[src/rtl/dpmf_regs.svh]
// Named constants of the demand-priority end-node framer
`ifndef DPMF_REGS_SVH
`define DPMF_REGS_SVH
`define DPMF_TRAIN_LEN_MIN 10'd594
`define DPMF_TRAIN_LEN_MAX 10'd675
`define DPMF_PRIV_OCTETS 10'd55
`define DPMF_PRIV_ID_OCTETS 10'd5
`define DPMF_PRIV_IDX_OFS 10'd4
`define DPMF_TRAIN_GOOD_RUN 5'd24
`define DPMF_CRC_POLY 32'h04c11db7
`define DPMF_CRC_INIT 32'hffffffff
`define DPMF_CRC_RESIDUE 32'hc704dd7b
`define DPMF_ADDR_OCTETS 11'd6
`define DPMF_TRAIN_HDR_OCTETS 5'd16
`define DPMF_DATA_HDR_OCTETS 5'd12
`define DPMF_TR_HDR_OCTETS 5'd14
`define DPMF_FCS_LAST 10'd3
`define DPMF_ACFG_OCTET 11'd15
`define DPMF_ACFG_C_BIT 1
`define DPMF_ACFG_N_BIT 2
`define DPMF_RETRAIN_MS 1000
`define DPMF_CLK_KHZ 100000
`endif

[src/rtl/dpmf_pkg.sv]
// Types shared by the demand-priority end-node framer
`default_nettype none
package dpmf_pkg;
  typedef enum logic [2:0] {
    TCS_IDLE_UP, TCS_REQ_NORMAL, TCS_REQ_HIGH, TCS_TRAINING_UP, TCS_TX_DISABLE
  } dpmf_tcs_t;
  typedef enum logic [2:0] {
    RCS_DATA_ON_LINK, RCS_IDLE_DOWN, RCS_INCOMING, RCS_LINK_WARNING,
    RCS_MODE_TRANSITION, RCS_TRAINING_DOWN
  } dpmf_rcs_t;
  typedef struct packed {
    dpmf_rcs_t rcs;
    logic grant;
  } dpmf_link_t;
  typedef struct packed {
    logic valid;
    logic [7:0] data;
    logic last;
  } dpmf_byte_t;
  typedef struct packed {
    logic valid;
    logic [7:0] data;
    logic last;
    logic err;
    logic invalid_packet_marker;
  } dpmf_rx_t;
  typedef enum {
    ST_TREQ, ST_TGRANT, ST_TSEND, ST_TRECV, ST_TDONE, ST_RETRAIN,
    ST_ACTIVE, ST_DSEND, ST_DRECV
  } dpmf_state_t;
  typedef enum {PH_IDLE, PH_HDR, PH_DATA, PH_PAY, PH_FCS} dpmf_phase_t;
endpackage : dpmf_pkg
`default_nettype wire

[src/rtl/dpmf_framer.sv]
// Demand-priority end-node framer: training, framing, check value, link control
`timescale 1ns/100ps
`default_nettype none
`include "dpmf_regs.svh"
module dpmf_framer
  import dpmf_pkg::*;
#(
  parameter int unsigned RETRAIN_CYCLES = `DPMF_RETRAIN_MS * `DPMF_CLK_KHZ,
  parameter int unsigned TRAIN_TRIES_MAX = 64
) (
  input wire logic ref_clk,
  input wire logic sys_rst,
  input wire logic [47:0] station_addr,
  input wire logic [15:0] req_cfg,
  input wire logic [9:0] train_len,
  input wire logic priv_en,
  input wire logic [39:0] priv_id,
  input wire logic [5:0] priv_used,
  input wire logic [7:0] priv_byte,
  input wire logic promisc,
  input wire logic cli_tx_req,
  input wire logic cli_tx_high,
  input wire logic cli_tx_fmt_tr,
  input wire logic [15:0] cli_tx_prefix,
  input wire logic [47:0] cli_tx_da,
  input wire logic cli_tx_sa_valid,
  input wire logic [47:0] cli_tx_sa,
  input wire dpmf_byte_t cli_tx,
  input wire dpmf_link_t link_in,
  input wire dpmf_rx_t rx_in,
  output logic cli_tx_ready_r,
  output logic [5:0] priv_idx_r,
  output dpmf_byte_t pmi_tx_r,
  output dpmf_tcs_t tcs_r,
  output logic rx_en_r,
  output dpmf_byte_t cli_rx_r,
  output logic cli_rx_good_r,
  output logic cli_rx_bad_r,
  output logic trained_r
);
  // ==========================================================
  // Functions
  // Bits enter least significant first; register bit 31 is x^31
  function automatic logic [31:0] dpmf_crc8(input logic [31:0] c, input logic [7:0] d);
    logic [31:0] r;
    r = c;
    for (int i = 0; i < 8; i++)
    begin
      r = {r[30:0], 1'b0} ^ ((r[31] ^ d[i]) ? `DPMF_CRC_POLY : 32'h0);
    end
    return r;
  endfunction : dpmf_crc8

  function automatic logic [7:0] dpmf_fcs_octet(input logic [31:0] c, input logic [1:0] k);
    logic [7:0] o;
    o = 8'h0;
    for (int i = 0; i < 8; i++)
    begin
      o[i] = ~c[31 - 8 * int'(k) - i];
    end
    return o;
  endfunction : dpmf_fcs_octet

  function automatic logic [7:0] dpmf_octet(input logic [127:0] h, input logic [4:0] k);
    logic [127:0] s;
    s = h << (8 * int'(k));
    return s[127:120];
  endfunction : dpmf_octet

  // ==========================================================
  // Control state
  dpmf_state_t st_r;
  dpmf_phase_t ph_r;
  logic [9:0] cnt_r;
  logic [31:0] crc_r;
  logic [127:0] hdr_r;
  logic [4:0] hdr_len_r;
  logic train_r;
  logic grant_used_r;
  logic [4:0] run_r;
  logic [5:0] tries_r;
  logic [26:0] wait_r;
  logic [10:0] rx_cnt_r;
  logic [31:0] rx_crc_r;
  logic rx_bad_r;
  logic rx_da_ok_r;
  logic rx_grp_r;
  logic rx_void_r;
  logic [7:0] acfg_r;
  logic [9:0] len_eff;
  logic [7:0] train_octet;
  logic grant_ok;
  logic incoming;
  logic go_train;
  logic go_data;
  logic tx_done;
  logic rx_end;
  logic [31:0] rx_crc_nxt;
  logic da_hit;
  logic grp_nxt;
  logic frame_ok;
  logic deliver;
  logic [47:0] sa_sel;

  // ==========================================================
  // Decodes
  always_comb
  begin
    len_eff = train_len;
    if (train_len < `DPMF_TRAIN_LEN_MIN)
      len_eff = `DPMF_TRAIN_LEN_MIN;
    else if (train_len > `DPMF_TRAIN_LEN_MAX)
      len_eff = `DPMF_TRAIN_LEN_MAX;
    train_octet = 8'h0;
    if (priv_en && cnt_r < `DPMF_PRIV_ID_OCTETS)
      train_octet = dpmf_octet({priv_id, 88'h0}, cnt_r[4:0]);
    else if (priv_en && cnt_r < `DPMF_PRIV_OCTETS &&
             priv_idx_r < priv_used)
      train_octet = priv_byte;
  end

  // The grant flag is the sole send permission; each grant is spent once
  assign grant_ok = link_in.grant && !grant_used_r;
  assign incoming = link_in.rcs == RCS_INCOMING;
  assign go_train = st_r == ST_TGRANT && grant_ok && ph_r == PH_IDLE;
  assign go_data = st_r == ST_ACTIVE && !incoming && grant_ok &&
                   cli_tx_req && ph_r == PH_IDLE;
  assign tx_done = ph_r == PH_FCS && cnt_r == `DPMF_FCS_LAST;
  assign sa_sel = cli_tx_sa_valid ? cli_tx_sa : station_addr;

  // ==========================================================
  // Transmit engine
  always_ff @(posedge ref_clk)
  begin
    if (sys_rst)
    begin
      ph_r <= PH_IDLE;
      cnt_r <= '0;
      crc_r <= `DPMF_CRC_INIT;
      hdr_r <= '0;
      hdr_len_r <= '0;
      train_r <= 1'b0;
      pmi_tx_r <= '0;
      cli_tx_ready_r <= 1'b0;
      priv_idx_r <= '0;
    end
    else
    begin
      pmi_tx_r <= '0;
      case (ph_r)
        PH_IDLE:
        begin
          cnt_r <= '0;
          crc_r <= `DPMF_CRC_INIT;
          if (go_train)
          begin
            // Null destination, then source and both configurations
            hdr_r <= {48'h0, station_addr, req_cfg, 16'h0};
            hdr_len_r <= `DPMF_TRAIN_HDR_OCTETS;
            train_r <= 1'b1;
            ph_r <= PH_HDR;
          end
          else if (go_data)
          begin
            hdr_r <= cli_tx_fmt_tr ? {cli_tx_prefix, cli_tx_da, sa_sel, 16'h0}
                                   : {cli_tx_da, sa_sel, 32'h0};
            hdr_len_r <= cli_tx_fmt_tr ? `DPMF_TR_HDR_OCTETS : `DPMF_DATA_HDR_OCTETS;
            train_r <= 1'b0;
            ph_r <= PH_HDR;
          end
        end
        PH_HDR:
        begin
          pmi_tx_r <= '{1'b1, dpmf_octet(hdr_r, cnt_r[4:0]), 1'b0};
          crc_r <= dpmf_crc8(crc_r, dpmf_octet(hdr_r, cnt_r[4:0]));
          cnt_r <= cnt_r + 10'd1;
          priv_idx_r <= '0;
          if (cnt_r[4:0] == hdr_len_r - 5'd1)
          begin
            cnt_r <= '0;
            ph_r <= train_r ? PH_DATA : PH_PAY;
            cli_tx_ready_r <= !train_r;
          end
        end
        PH_DATA:
        begin
          pmi_tx_r <= '{1'b1, train_octet, 1'b0};
          crc_r <= dpmf_crc8(crc_r, train_octet);
          cnt_r <= cnt_r + 10'd1;
          // Index of the private octet that the next count will need
          priv_idx_r <= 6'(cnt_r - `DPMF_PRIV_IDX_OFS);
          if (cnt_r == len_eff - 10'd1)
          begin
            cnt_r <= '0;
            ph_r <= PH_FCS;
          end
        end
        PH_PAY:
        begin
          // An empty client stream stalls the link with gaps, no buffering
          if (cli_tx.valid && cli_tx_ready_r)
          begin
            pmi_tx_r <= '{1'b1, cli_tx.data, 1'b0};
            crc_r <= dpmf_crc8(crc_r, cli_tx.data);
            if (cli_tx.last)
            begin
              cli_tx_ready_r <= 1'b0;
              cnt_r <= '0;
              ph_r <= PH_FCS;
            end
          end
        end
        PH_FCS:
        begin
          pmi_tx_r <= '{1'b1, dpmf_fcs_octet(crc_r, cnt_r[1:0]), tx_done};
          cnt_r <= cnt_r + 10'd1;
          if (tx_done)
            ph_r <= PH_IDLE;
        end
        default:
          ph_r <= PH_IDLE;
      endcase
    end
  end

  // ==========================================================
  // Grant bookkeeping
  always_ff @(posedge ref_clk)
  begin
    if (sys_rst)
      grant_used_r <= 1'b0;
    else if (go_train || go_data)
      grant_used_r <= 1'b1;
    else if (!link_in.grant)
      grant_used_r <= 1'b0;
  end

  // ==========================================================
  // Receive checker
  assign rx_end = rx_in.valid && rx_in.last;
  assign rx_crc_nxt = dpmf_crc8(rx_crc_r, rx_in.data);
  assign grp_nxt = (rx_cnt_r == '0) ? rx_in.data[0] : rx_grp_r;
  assign da_hit = (rx_cnt_r >= `DPMF_ADDR_OCTETS) ||
                  rx_in.data == dpmf_octet({station_addr, 80'h0}, rx_cnt_r[4:0]);
  assign frame_ok = rx_crc_nxt == `DPMF_CRC_RESIDUE && !rx_bad_r &&
                    !rx_in.err && !rx_in.invalid_packet_marker;
  assign deliver = st_r == ST_ACTIVE || st_r == ST_DRECV;

  always_ff @(posedge ref_clk)
  begin
    if (sys_rst)
    begin
      rx_cnt_r <= '0;
      rx_crc_r <= `DPMF_CRC_INIT;
      rx_bad_r <= 1'b0;
      rx_da_ok_r <= 1'b1;
      rx_grp_r <= 1'b0;
      rx_void_r <= 1'b0;
      acfg_r <= '0;
      cli_rx_r <= '0;
      cli_rx_good_r <= 1'b0;
      cli_rx_bad_r <= 1'b0;
    end
    else
    begin
      cli_rx_r <= '0;
      cli_rx_good_r <= 1'b0;
      cli_rx_bad_r <= 1'b0;
      if (rx_in.valid)
      begin
        rx_crc_r <= rx_crc_nxt;
        rx_cnt_r <= (&rx_cnt_r) ? rx_cnt_r : rx_cnt_r + 11'd1;
        rx_bad_r <= rx_bad_r || rx_in.err || rx_in.invalid_packet_marker;
        rx_void_r <= rx_void_r || rx_in.invalid_packet_marker;
        rx_da_ok_r <= rx_da_ok_r && da_hit;
        rx_grp_r <= grp_nxt;
        if (rx_cnt_r == `DPMF_ACFG_OCTET)
          acfg_r <= rx_in.data;
        if (deliver && !rx_void_r && !rx_in.invalid_packet_marker)
        begin
          cli_rx_r <= '{1'b1, rx_in.data, rx_in.last};
          if (rx_end)
          begin
            cli_rx_good_r <= frame_ok && (rx_da_ok_r || grp_nxt || promisc);
            cli_rx_bad_r <= !(frame_ok && (rx_da_ok_r || grp_nxt || promisc));
          end
        end
        if (rx_end)
        begin
          rx_cnt_r <= '0;
          rx_crc_r <= `DPMF_CRC_INIT;
          rx_bad_r <= 1'b0;
          rx_da_ok_r <= 1'b1;
          rx_void_r <= 1'b0;
        end
      end
    end
  end

  // ==========================================================
  // Training and access state machine
  always_ff @(posedge ref_clk)
  begin
    if (sys_rst)
    begin
      st_r <= ST_TREQ;
      run_r <= '0;
      tries_r <= '0;
      wait_r <= '0;
    end
    else
    begin
      case (st_r)
        ST_TREQ:
        begin
          run_r <= '0;
          tries_r <= '0;
          if (link_in.rcs == RCS_TRAINING_DOWN)
            st_r <= ST_TGRANT;
        end
        ST_TGRANT:
          if (go_train)
            st_r <= ST_TSEND;
        ST_TSEND:
          if (tx_done)
            st_r <= ST_TRECV;
        ST_TRECV:
          if (rx_end && frame_ok)
          begin
            run_r <= run_r + 5'd1;
            if (run_r == `DPMF_TRAIN_GOOD_RUN - 5'd1)
              st_r <= (!acfg_r[`DPMF_ACFG_C_BIT] && !acfg_r[`DPMF_ACFG_N_BIT] &&
                       station_addr != 48'h0) ? ST_TDONE : ST_RETRAIN;
            else
              st_r <= ST_TGRANT;
          end
          else if (rx_end)
          begin
            run_r <= '0;
            tries_r <= tries_r + 6'd1;
            st_r <= (tries_r == 6'(TRAIN_TRIES_MAX - 1)) ? ST_RETRAIN : ST_TGRANT;
          end
        ST_TDONE:
          if (link_in.rcs == RCS_IDLE_DOWN || incoming)
            st_r <= ST_ACTIVE;
        ST_RETRAIN:
        begin
          // Minimum of the one-to-two second window, the safe end
          wait_r <= wait_r + 27'd1;
          if (wait_r == 27'(RETRAIN_CYCLES - 1))
          begin
            wait_r <= '0;
            st_r <= ST_TREQ;
          end
        end
        ST_ACTIVE:
          if (link_in.rcs == RCS_LINK_WARNING)
            st_r <= ST_TREQ;
          else if (incoming)
            st_r <= ST_DRECV;
          else if (go_data)
            st_r <= ST_DSEND;
        ST_DSEND:
          if (tx_done)
            st_r <= ST_ACTIVE;
        ST_DRECV:
          if (rx_end || link_in.rcs == RCS_IDLE_DOWN)
            st_r <= ST_ACTIVE;
        default:
          st_r <= ST_TREQ;
      endcase
    end
  end

  // ==========================================================
  // Link control outputs
  always_ff @(posedge ref_clk)
  begin
    if (sys_rst)
    begin
      tcs_r <= TCS_TRAINING_UP;
      rx_en_r <= 1'b0;
      trained_r <= 1'b0;
    end
    else
    begin
      trained_r <= st_r == ST_ACTIVE || st_r == ST_DSEND || st_r == ST_DRECV;
      rx_en_r <= st_r == ST_TRECV || st_r == ST_DRECV ||
                 (st_r == ST_ACTIVE && incoming);
      case (st_r)
        ST_TDONE:
          tcs_r <= TCS_IDLE_UP;
        ST_ACTIVE, ST_DSEND, ST_DRECV:
          tcs_r <= !cli_tx_req ? TCS_IDLE_UP :
                   cli_tx_high ? TCS_REQ_HIGH : TCS_REQ_NORMAL;
        default:
          tcs_r <= TCS_TRAINING_UP;
      endcase
    end
  end
endmodule : dpmf_framer
`default_nettype wire

[config.mk]
export PLATFORM = sky130hd
export DESIGN_NAME = dpmf_framer
export DESIGN_NICKNAME = d
export VERILOG_FILES = /design/src/rtl/dpmf_pkg.sv /design/src/rtl/dpmf_framer.sv
export VERILOG_INCLUDE_DIRS = /design/src /design/src/rtl
export SDC_FILE = /design/constraint.sdc
export NUM_CORES = 1
export LEC_CHECK = 0
export BUFFER_PORTS_ARGS = -buffer_cell sky130_fd_sc_hd__buf_4
export CORE_UTILIZATION = 30
export CTS_CLUSTER_DIAMETER = 50
export CTS_CLUSTER_SIZE = 16
export DETAILED_ROUTE_END_ITERATION = 8
export PLACE_DENSITY = 0.51
export SETUP_SLACK_MARGIN = 0.4
export SYNTH_ARGS = -nofsm -noshare
export SYNTH_HDL_FRONTEND = slang
export SYNTH_SLANG_ARGS = --single-unit
[constraint.sdc]
create_clock -name ref_clk -period 10.93 [get_ports ref_clk]
set_clock_uncertainty 0.15 [all_clocks]
set_input_delay 1.6395 -clock ref_clk [delete_from_list [all_inputs] [get_ports ref_clk]]
set_output_delay 1.6395 -clock ref_clk [all_outputs]
set_load 0.02 [all_outputs]
# After elaboration in Yosys (flattened, before gate mapping)
# Index checks and enable logic that the tools add are counted.
[totals]
ff_bits = 363
inputBits = 274
output_inout_bits = 34
wordCells = 391
[classes]
n_addsub = 16
magnitude_cmp = 14
n_eq_ne = 50
shifts = 3
mux = 128
bitwise = 75
n_reduce_logical = 74
[op_table]
columns = ["cell", "count"]
rows = [
  ["$xor A32 B27 Y32", 32],
  ["$mux W27", 33],
  ["$mux W32", 21],
  ["$mux W128", 3],
  ["$shl A128 B8 Y128", 3],
  ["$pmux W32 S9", 1],
  ["$eq A32 B3 Y1 const B", 6],
  ["$lt A32 B7 Y1 const B", 6],
  ["$eq A32 B2 Y1 const B", 5],
  ["$pmux W32 S5", 1],
  ["$eq A32 B4 Y1 const B", 4],
  ["$pmux W32 S4", 1],
  ["$logic_not A32 Y1", 3],
  ["$mux W10", 8],
  ["$eq A32 B1 Y1 const B", 2],
  ["$pmux W10 S5", 1],
  ["$mux W48", 1],
  ["$reduce_bool A48 Y1", 1],
  ["$bmux W1 S5", 8],
  ["$pmux W10 S4", 1],
  ["$eq A32 B32 Y1 const B", 1],
  ["$eq A32 B5 Y1 const B", 1],
  ["$xor A1 B1 Y1", 32],
  ["$ne A2 B2 Y1 const B", 15],
  ["other kinds (62)", 170],
]

# Logic depth before layout (Yosys ltp)
# Gate-level depths: netlist of the first run.
[depth]
depth_word = 31
ltp_mapped = 16
mapped_depth_nobuf = 15

# Worst setup path after synthesis of the first run
# OpenSTA, ideal clock, no wires.
[synth_path]
path_kind = "input -> register"
start = "input port train_len[3]"
end = "register cnt_r[7]"
setup_time_ps = 120
t_arrival_ps = 4603
t_required_ps = 10660
path_slack_ps = 6057
cell_stages = 15
path_buffers = 1
cell_sequence = "o31a_1 > o21ai_0 > a21oi_1 > nand2_1 > ha_1 > or3_1 > a2111oi_0 > a311o_1 > o2111ai_1 > a211o_1 > nand2_1 > a31o_2 > clkbuf_1 > nor2_1 > a211o_1"
[synth_via]
elab_chain_cells = 7
word_cells_on_any_way = 8
cone_classes = "1 x add/sub; 2 x order compare; 1 x eq/ne; 4 x mux"
[synth_lines]
columns = ["element", "line_no", "source"]
rows = [
  ["from (decl)", "dpmf_framer.sv:15", "input wire logic [9:0] train_len,"],
  ["$gt A10 B10 Y1 (no source line)", "-", ""],
  ["$mux W10", "dpmf_framer.sv:112", "else if (train_len > `DPMF_TRAIN_LEN_MAX)"],
  ["$mux W10 (*)", "dpmf_framer.sv:110", "if (train_len < `DPMF_TRAIN_LEN_MIN)"],
  ["$sub A10 B1 Y10 (*)", "dpmf_framer.sv:192", "if (cnt_r == len_eff - 10'd1)"],
  ["$eq A10 B10 Y1 (*)", "dpmf_framer.sv:192", ""],
  ["$mux W10 (*)", "dpmf_framer.sv:192", ""],
  ["$pmux W10 S5 (*)", "dpmf_framer.sv:150", "case (ph_r)"],
  ["to (signal assigned)", "dpmf_framer.sv:176", "cnt_r <= cnt_r + 10'd1;"],
  ["to (signal assigned)", "dpmf_framer.sv:189", "cnt_r <= cnt_r + 10'd1;"],
  ["to (signal assigned)", "dpmf_framer.sv:216", "cnt_r <= cnt_r + 10'd1;"],
  ["to (decl)", "dpmf_framer.sv:74", "logic [9:0] cnt_r;"],
]
# Every way passes the cells marked *; elsewhere a longest branch is shown, timed or not.
# A chain may end at the register's enable or synchronous reset.

# Worst setup path in the final report of the first run
[layout_path]
start = "register cnt_r[1]"
end = "register crc_r[12]"
[layout_via]
elab_chain_cells = 18
word_cells_on_any_way = 54
cone_classes = "2 x order compare; 2 x shift; 17 x mux; 30 x bitwise; 3 x reduce/logical"
[layout_lines]
columns = ["element", "line_no", "source"]
rows = [
  ["$lt A10 B6 Y1 (no source line)", "-", ""],
  ["$logic_and A1 B1 Y1 (no source line)", "-", ""],
  ["$logic_and A1 B1 Y1", "dpmf_framer.sv:117", "else if (priv_en && cnt_r < `DPMF_PRIV_OCTETS &&"],
  ["$mux W8", "dpmf_framer.sv:117", ""],
  ["$mux W8", "dpmf_framer.sv:115", "if (priv_en && cnt_r < `DPMF_PRIV_ID_OCTETS)"],
  ["$xor A1 B1 Y1", "dpmf_framer.sv:49", "r = {r[30:0], 1'b0} ^ ((r[31] ^ d[i]) ? `DPMF_CRC_POLY : 32'h0);"],
  ["$mux W27", "dpmf_framer.sv:49", ""],
  ["$xor A32 B27 Y32 (6 in series)", "dpmf_framer.sv:49", ""],
  ["$xor A1 B1 Y1", "dpmf_framer.sv:49", ""],
  ["$mux W27", "dpmf_framer.sv:49", ""],
  ["$xor A32 B27 Y32 (2 in series)", "dpmf_framer.sv:49", ""],
  ["$pmux W32 S4 (*)", "dpmf_framer.sv:150", ""],
  ["to (signal assigned)", "dpmf_framer.sv:139", "crc_r <= `DPMF_CRC_INIT;"],
  ["to (signal assigned)", "dpmf_framer.sv:154", "crc_r <= `DPMF_CRC_INIT;"],
  ["to (signal assigned)", "dpmf_framer.sv:175", "crc_r <= dpmf_crc8(crc_r, dpmf_octet(hdr_r, cnt_r[4:0]));"],
  ["to (decl)", "dpmf_framer.sv:75", "logic [31:0] crc_r;"],
]
# Marks and branches as above.

==> impl_metrics.toml, run 1 <==
[timing]
setup_viol_count_final = 0
rsz0062_at_grt = "false"
min_period_over_period_pct = 45.0
setup-tns-final_ns = 0
fin_crit_ns = 4.92
slew_headroom_pct = 15.6
slew_violations = 0
finalHoldViolations = 0
worstMarginPinSlew_ns = 1.26
clock.fmax_mhz = 203

[power]
p_int_uw = 3260
power.switching_uw = 2340
seqPwrFrac_pct = 24.5
power.leakage_uw = 0.00921
p_clk_share_pct = 28.2
power_density_nw_per_um2 = 231
ir_worst_vdd_mv = 0.104
power_uw = 5600
pwr-share-comb_pct = 47.3
netSwitchingFraction_pct = 41.8

[cts]
ctsRootBufferMaster = "clkbuf_16"
ctsResizeCount = 0
clk_latency_ns = 0.58
clock_sinks = 285
cts_buffer_depth = 3
ctsHtreeMaxLevel = 2
clk_pin_slew_worst_paths_ns = 0.06
ctsHoldBuffers = 0
numCtsBuffers = 45
tritoncts = "built"
cts_setup_buffers = 0

[finish]
stdcell_count = 3506
stdcell_area_sq_um = 24300
nets = 2909
area_delta_synth_final_pct = 23.2
drive_above_1_share_pct = 19.5

[grt]
grt_max_degree = 98
antenna_found_initial = 2
grt_pass1_vias = 19000
grt.total_usage_pct = 24.0
grt_pass1_wl_um = 122000
gr-total-overflow = 0

[logic_synthesis]
yosysSeqAreaShare_pct = 28.9
synth_edf_count = 0
syn_nets = 2697
synth_area_leaders = "dfxtp_1 29%, mux2i_1 7.5%, xnor2_1 7.3%"
synth_ff_type = "dfxtp_1"
netlist_instances = 2402
syn_area_sq_um = 19700
synth.top_cell.area_share_pct = 28.9
yosysUniqueCellTypes = 82
synth_area_per_cell_sq_um = 8.21
synth_top_cell_by_area = "dfxtp_1"
async_flop_share_pct = 0
yosysWarnings = 0
ys_ff_latch = 285

[die]
coreArea_sq_um = 64700
die_w_um = 258
die_h_um = 258
die-area_sq_um = 66700
rows = 93
floorplan.initialDensity_pct = 30.5
ios = 308

[route]
drtPass1Iterations = 5
drt_iter0_drc = 1673
avgRoutedWirePerCell_um = 23.4
num_vias = 19200
drt-vias-per-instance = 5.47
final_antenna_net_count = 0
drc = 0
routed_wl_um = 81900

[critical_path]
path_class = "register to register"
crit_start = "cnt_r[1]$_SDFFE_PP0P_"
cp_max_fo = 36
cp-end-kind = "register"
worstPathArrival_ns = 5.21
setup.worst_path.end = "crc_r[12]$_SDFFE_PP1P_"
r2r-end = "crc_r[12]$_SDFFE_PP1P_"
r2r_slack_ns = 6.01
worstPathRequired_ns = 11.22
r2r_start = "cnt_r[1]$_SDFFE_PP0P_"
cp-start-kind = "register"
rr_worst_depth = 14

[worst_hold_path]
hold_path_class = "register to register"

[outcome]
status = "finished, final reports clean"

[placement]
place.gp.congestion = 0.964
portBuffers = 306
hpwl_um = 61400
place_area_sq_um = 22700
placed_cells = 3422

[run]
drv_cap = 0
## worst min-delay path by stage
stage               cells past startpoint                   endpoint                      start
global placement                        2     rx_void_r$_SDFFE_PP0P_     rx_void_r$_SDFFE_PP0P_
global route                            2  hdr_len_r[3]$_SDFFE_PP0P_  hdr_len_r[3]$_SDFFE_PP0P_
CTS                                     2  hdr_len_r[3]$_SDFFE_PP0P_  hdr_len_r[3]$_SDFFE_PP0P_
detailed placement                      2  hdr_len_r[3]$_SDFFE_PP0P_  hdr_len_r[3]$_SDFFE_PP0P_
finish                                  2  hdr_len_r[3]$_SDFFE_PP0P_  hdr_len_r[3]$_SDFFE_PP0P_
floorplan                               2      rx_bad_r$_SDFFE_PP0P_      rx_bad_r$_SDFFE_PP0P_
## Yosys cell counts (11+ instances only)
library cell / instances
clkbuf_1: 131
dfxtp_1: 285
a21oi_1: 88
nand3_1: 53
mux4_2: 32
a211o_1: 14
o22ai_1: 24
xor2_1: 125
and3_1: 25
nor4_1: 21
or3_1: 11
mux2_2: 19
buf_2: 14
a311oi_1: 50
nor2_1: 313
o21ai_0: 103
inv_1: 32
a22oi_1: 14
nand2_1: 286
o211ai_1: 25
mux2i_1: 148
nor2b_1: 18
nand4_1: 23
and2_1: 14
nor3_1: 28
ha_1: 21
xnor2_1: 165
a221oi_1: 20
nand2b_1: 15
buf_1: 19
a31oi_1: 74
## flip-flops by register name (all words and copies together) (netlist names), 5 cells and up
register    flops
hdr_r         112
crc_r          32
rx_crc_r       32
wait_r         27
rx_cnt_r       11
cli_rx_r       10
cnt_r          10
pmi_tx_r       10
priv_idx_r      6
tries_r         6
run_r           5
## metal layers
layer  vias up  wire length, um  GRT usage [%]
met4         2             2600           8.51
met1      9306            36600           32.6
met3       131             5260           3.88
li1       9012                -              -
met5         -               11              0
met2       719            37400           38.2
## cell families after synthesis
family | share of synthesized area [%]
other cells | 0.0190
mux | 12.4
fa+ha+maj | 1.33
compound gates | 17.1
simple gates | 19.8
flops | 28.9
xor+xnor | 16.3
buf+inv | 4.12
## final cells by class
type	instances	area, sq um
diodes	1	2.50
clock buffers	51	1200
clock inverters	32	432
fillers	6743	40400
inverters	36	135
multi-input cells	1911	13200
flip-flops and latches	285	5710
well taps	855	1070
repair buffers	335	2520
## power by group through the flow
stage                     combinational [uW]  clock (uW)  sequential [uW]
after global routing                    2850        1650             1390
after detailed placement                2610           0             1390
after floorplan                         1950           0             1290
after CTS                               2630        1610             1370
after global placement                  2640           0             1390
final                                   2650        1580             1370
## placed cells by master (no fill, tap or decap), types with 50 or more instances in the layout
| master | Yosys | layout |
|---|---|---|
| buf_4 | 6 | 334 |
| nor2_1 | 313 | 311 |
| nand2_1 | 286 | 286 |
| dfxtp_1 | 285 | 283 |
| xnor2_1 | 165 | 165 |
| mux2i_1 | 148 | 148 |
| xor2_1 | 125 | 125 |
| o21ai_0 | 103 | 103 |
| a21oi_1 | 88 | 88 |
| a31oi_1 | 74 | 74 |
| nand3_1 | 53 | 53 |
| a311oi_1 | 50 | 50 |
## worst max-delay path: stages, from the launching register on
cell and delay (ns):
dfxtp_4 0.67, buf_4 0.62, inv_2 0.17, ha_1 0.26, nand2b_1 0.15, nand3_1 0.43
nand3_1 0.14, o22ai_1 0.26, xor2_1 0.59, xnor2_1 0.19, buf_4 0.19, xor2_1 0.32
xnor3_1 0.28, a221oi_1 0.25, nor2_1 0.07
## through the flow
step           hold WS, ns  utilization, %  worst slack [ns]
4_1_cts              0.308            37.5              6.02
2_1_floorplan        0.281               -              6.06
3_5_place_dp         0.299            35.0              5.70
3_3_place_gp         0.293            35.0              5.74
6_report             0.307            37.5              6.01
5_1_grt              0.331            37.5              5.63
Note: power is estimated with default switching activity, not from simulation.
==> run 2, diff against run 1 <==
PLACE_DENSITY = 0.52   (was 0.51)
clock period = 4.1 ns   (was 10.93 ns; I/O delays follow)
==> impl_metrics.toml, run 2 (synthesis results as in run 1) <==
[route]
avgRoutedWirePerCell_um = 22.7
drt-vias-per-instance = 5.42
drc = 0
drt_iter0_drc = 1832
drtPass1Iterations = 6
routed_wl_um = 81100
num_vias = 19400
final_antenna_net_count = 0

[die]
ios = 308
die-area_sq_um = 66700
rows = 93
die_h_um = 258
coreArea_sq_um = 64700
die_w_um = 258
floorplan.initialDensity_pct = 30.5

[power]
power_density_nw_per_um2 = 615
netSwitchingFraction_pct = 41.4
seqPwrFrac_pct = 23.5
p_int_uw = 9040
pwr-share-comb_pct = 50.1
power.leakage_uw = 0.00962
power_uw = 15400
p_clk_share_pct = 26.4
ir_worst_vdd_mv = 0.251
power.switching_uw = 6390

[finish]
largest_reg_flops = 112
fillers = 6707
final_cell_mix = "394 x buf_4, 311 x nor2_1, 286 x nand2_1, 280 x dfxtp_1, 160 x xnor2_1"
diodes = 0
largest_register = "hdr_r"
drive_above_1_share_pct = 22.5
area_delta_synth_final_pct = 27.2
final_common_cell = "buf_4"
stdcell_area_sq_um = 25100
nets = 2979
reg_top3 = "hdr_r x112, crc_r x32, rx_crc_r x32"

[timing]
worstMarginPinSlew_ns = 0.989
fin_crit_ns = 3.59
setup_viol_count_final = 0
holdWs_ns = 0.0835
slew_violations = 0
clock.fmax_mhz = 278
finalHoldViolations = 0
min_period_over_period_pct = 87.6
slew_headroom_pct = 34.0
rsz0062_at_grt = "false"

[cts]
clk_pin_slew_worst_paths_ns = 0.06
clock_sinks = 285
ctsRootBufferMaster = "clkbuf_16"
clk_latency_ns = 0.60
cts_buffer_depth = 3
tritoncts = "built"
ctsHtreeMaxLevel = 2
numCtsBuffers = 46

[placement]
portBuffers = 306
place.gp.congestion = 0.954
place_area_sq_um = 23200
hpwl_um = 61200

[grt]
grt_max_degree = 126
grt_pass1_wl_um = 121000
grt.total_usage_pct = 23.6
grt_pass1_vias = 19000
gr-total-overflow = 0
antenna_found_initial = 2

[critical_path]
worstPathArrival_ns = 3.97
worstPathRequired_ns = 4.48
cp_max_fo = 8
path_class = "register to register"
cp-end-kind = "register"
cp-start-kind = "register"

[outcome]
status = "finished, final reports clean"

[worst_hold_path]
hold_path_class = "primary input to register"

[run]
drv_cap = 0
==> run 2: cell count changes in the layout (fill, tap and decap cells not counted), moves of 4 or more <==
| cell | delta |
|---|---|
| buf_12 | +6 |
| xor2_1 | -7 |
| xnor2_1 | -5 |
| xor2_4 | +4 |
| clkinv_4 | +5 |
| buf_4 | +60 |
==> run 2: path summary, 6_finish.rpt <==
check,from,endpoint,slack [ns],cells past startpoint
hold reg to reg,hdr_len_r[3]$_SDFFE_PP0P_,hdr_len_r[3]$_SDFFE_PP0P_,0.31,2
setup reg to reg,rx_crc_r[27]$_SDFFE_PP1P_,run_r[3]$_SDFFE_PP0P_,0.51,9
setup / recovery,rx_crc_r[27]$_SDFFE_PP1P_,run_r[3]$_SDFFE_PP0P_,0.51,9
hold / removal,cli_tx_high,tcs_r[0]$_SDFF_PP1_,0.08,2
==> run 2: layer usage <==
metal	part of all wire (%)	routed length, um	global-route usage, %
met1	45	36500	32.2
met2	45	36400	36.9
met3	7.0	5720	4.92
met4	3.0	2430	7.56
met5	0.016	13	0
==> run 2: critical path, cell delays in order, from the launching register on <==
cell and delay [ns]:
dfxtp_1 0.38, xnor2_4 0.41, xnor2_1 0.20, or3_1 0.37, a22oi_1 0.24, o2111ai_1 0.18, or4_4 0.63, or3_4 0.42
or3_1 0.36, a21oi_1 0.16
==> run 2: power groups by stage <==
stage / combinational, uW / sequential (uW) / clock (uW)
2_1_floorplan: 5220 / 3450 / 0
3_3_place_gp: 7480 / 3670 / 0
3_5_place_dp: 7450 / 3670 / 0
4_1_cts: 7560 / 3620 / 4170
5_1_grt: 8290 / 3670 / 4290
6_report: 7730 / 3630 / 4070
==> run 2: cell type report <==
cell class / count / area [sq um] / share of cell area, %
timing repair buffer: 404 / 3120 / 12.5
multi-input combinational: 1911 / 13400 / 53.5
clock buffer: 51 / 1210 / 4.83
inverter: 36 / 139 / 0.554
clock inverter: 35 / 398 / 1.59
tap: 855 / 1070 / 4.27
sequential: 285 / 5720 / 22.8
==> run 2: what timing repair did <==
action,CTS,global route
pin swaps,0,4
buffers inserted,1,3
gates resized for setup,9,20
setup endpoints to repair,19,27
hold buffers,0,0
==> run 2: per-stage QoR <==
stage | cells | worst slack (ns) | utilization (%) | setup TNS, ns
after global placement | 3487 | 0.0320 | 35.9 | 0
after CTS | 3574 | 0.411 | 38.5 | 0
after detailed placement | 3487 | -0.0649 | 35.9 | -0.0727
final | 3577 | 0.507 | 38.8 | 0
after floorplan | 2402 | 0.387 | - | 0
after global routing | 3577 | 0.401 | 38.8 | 0
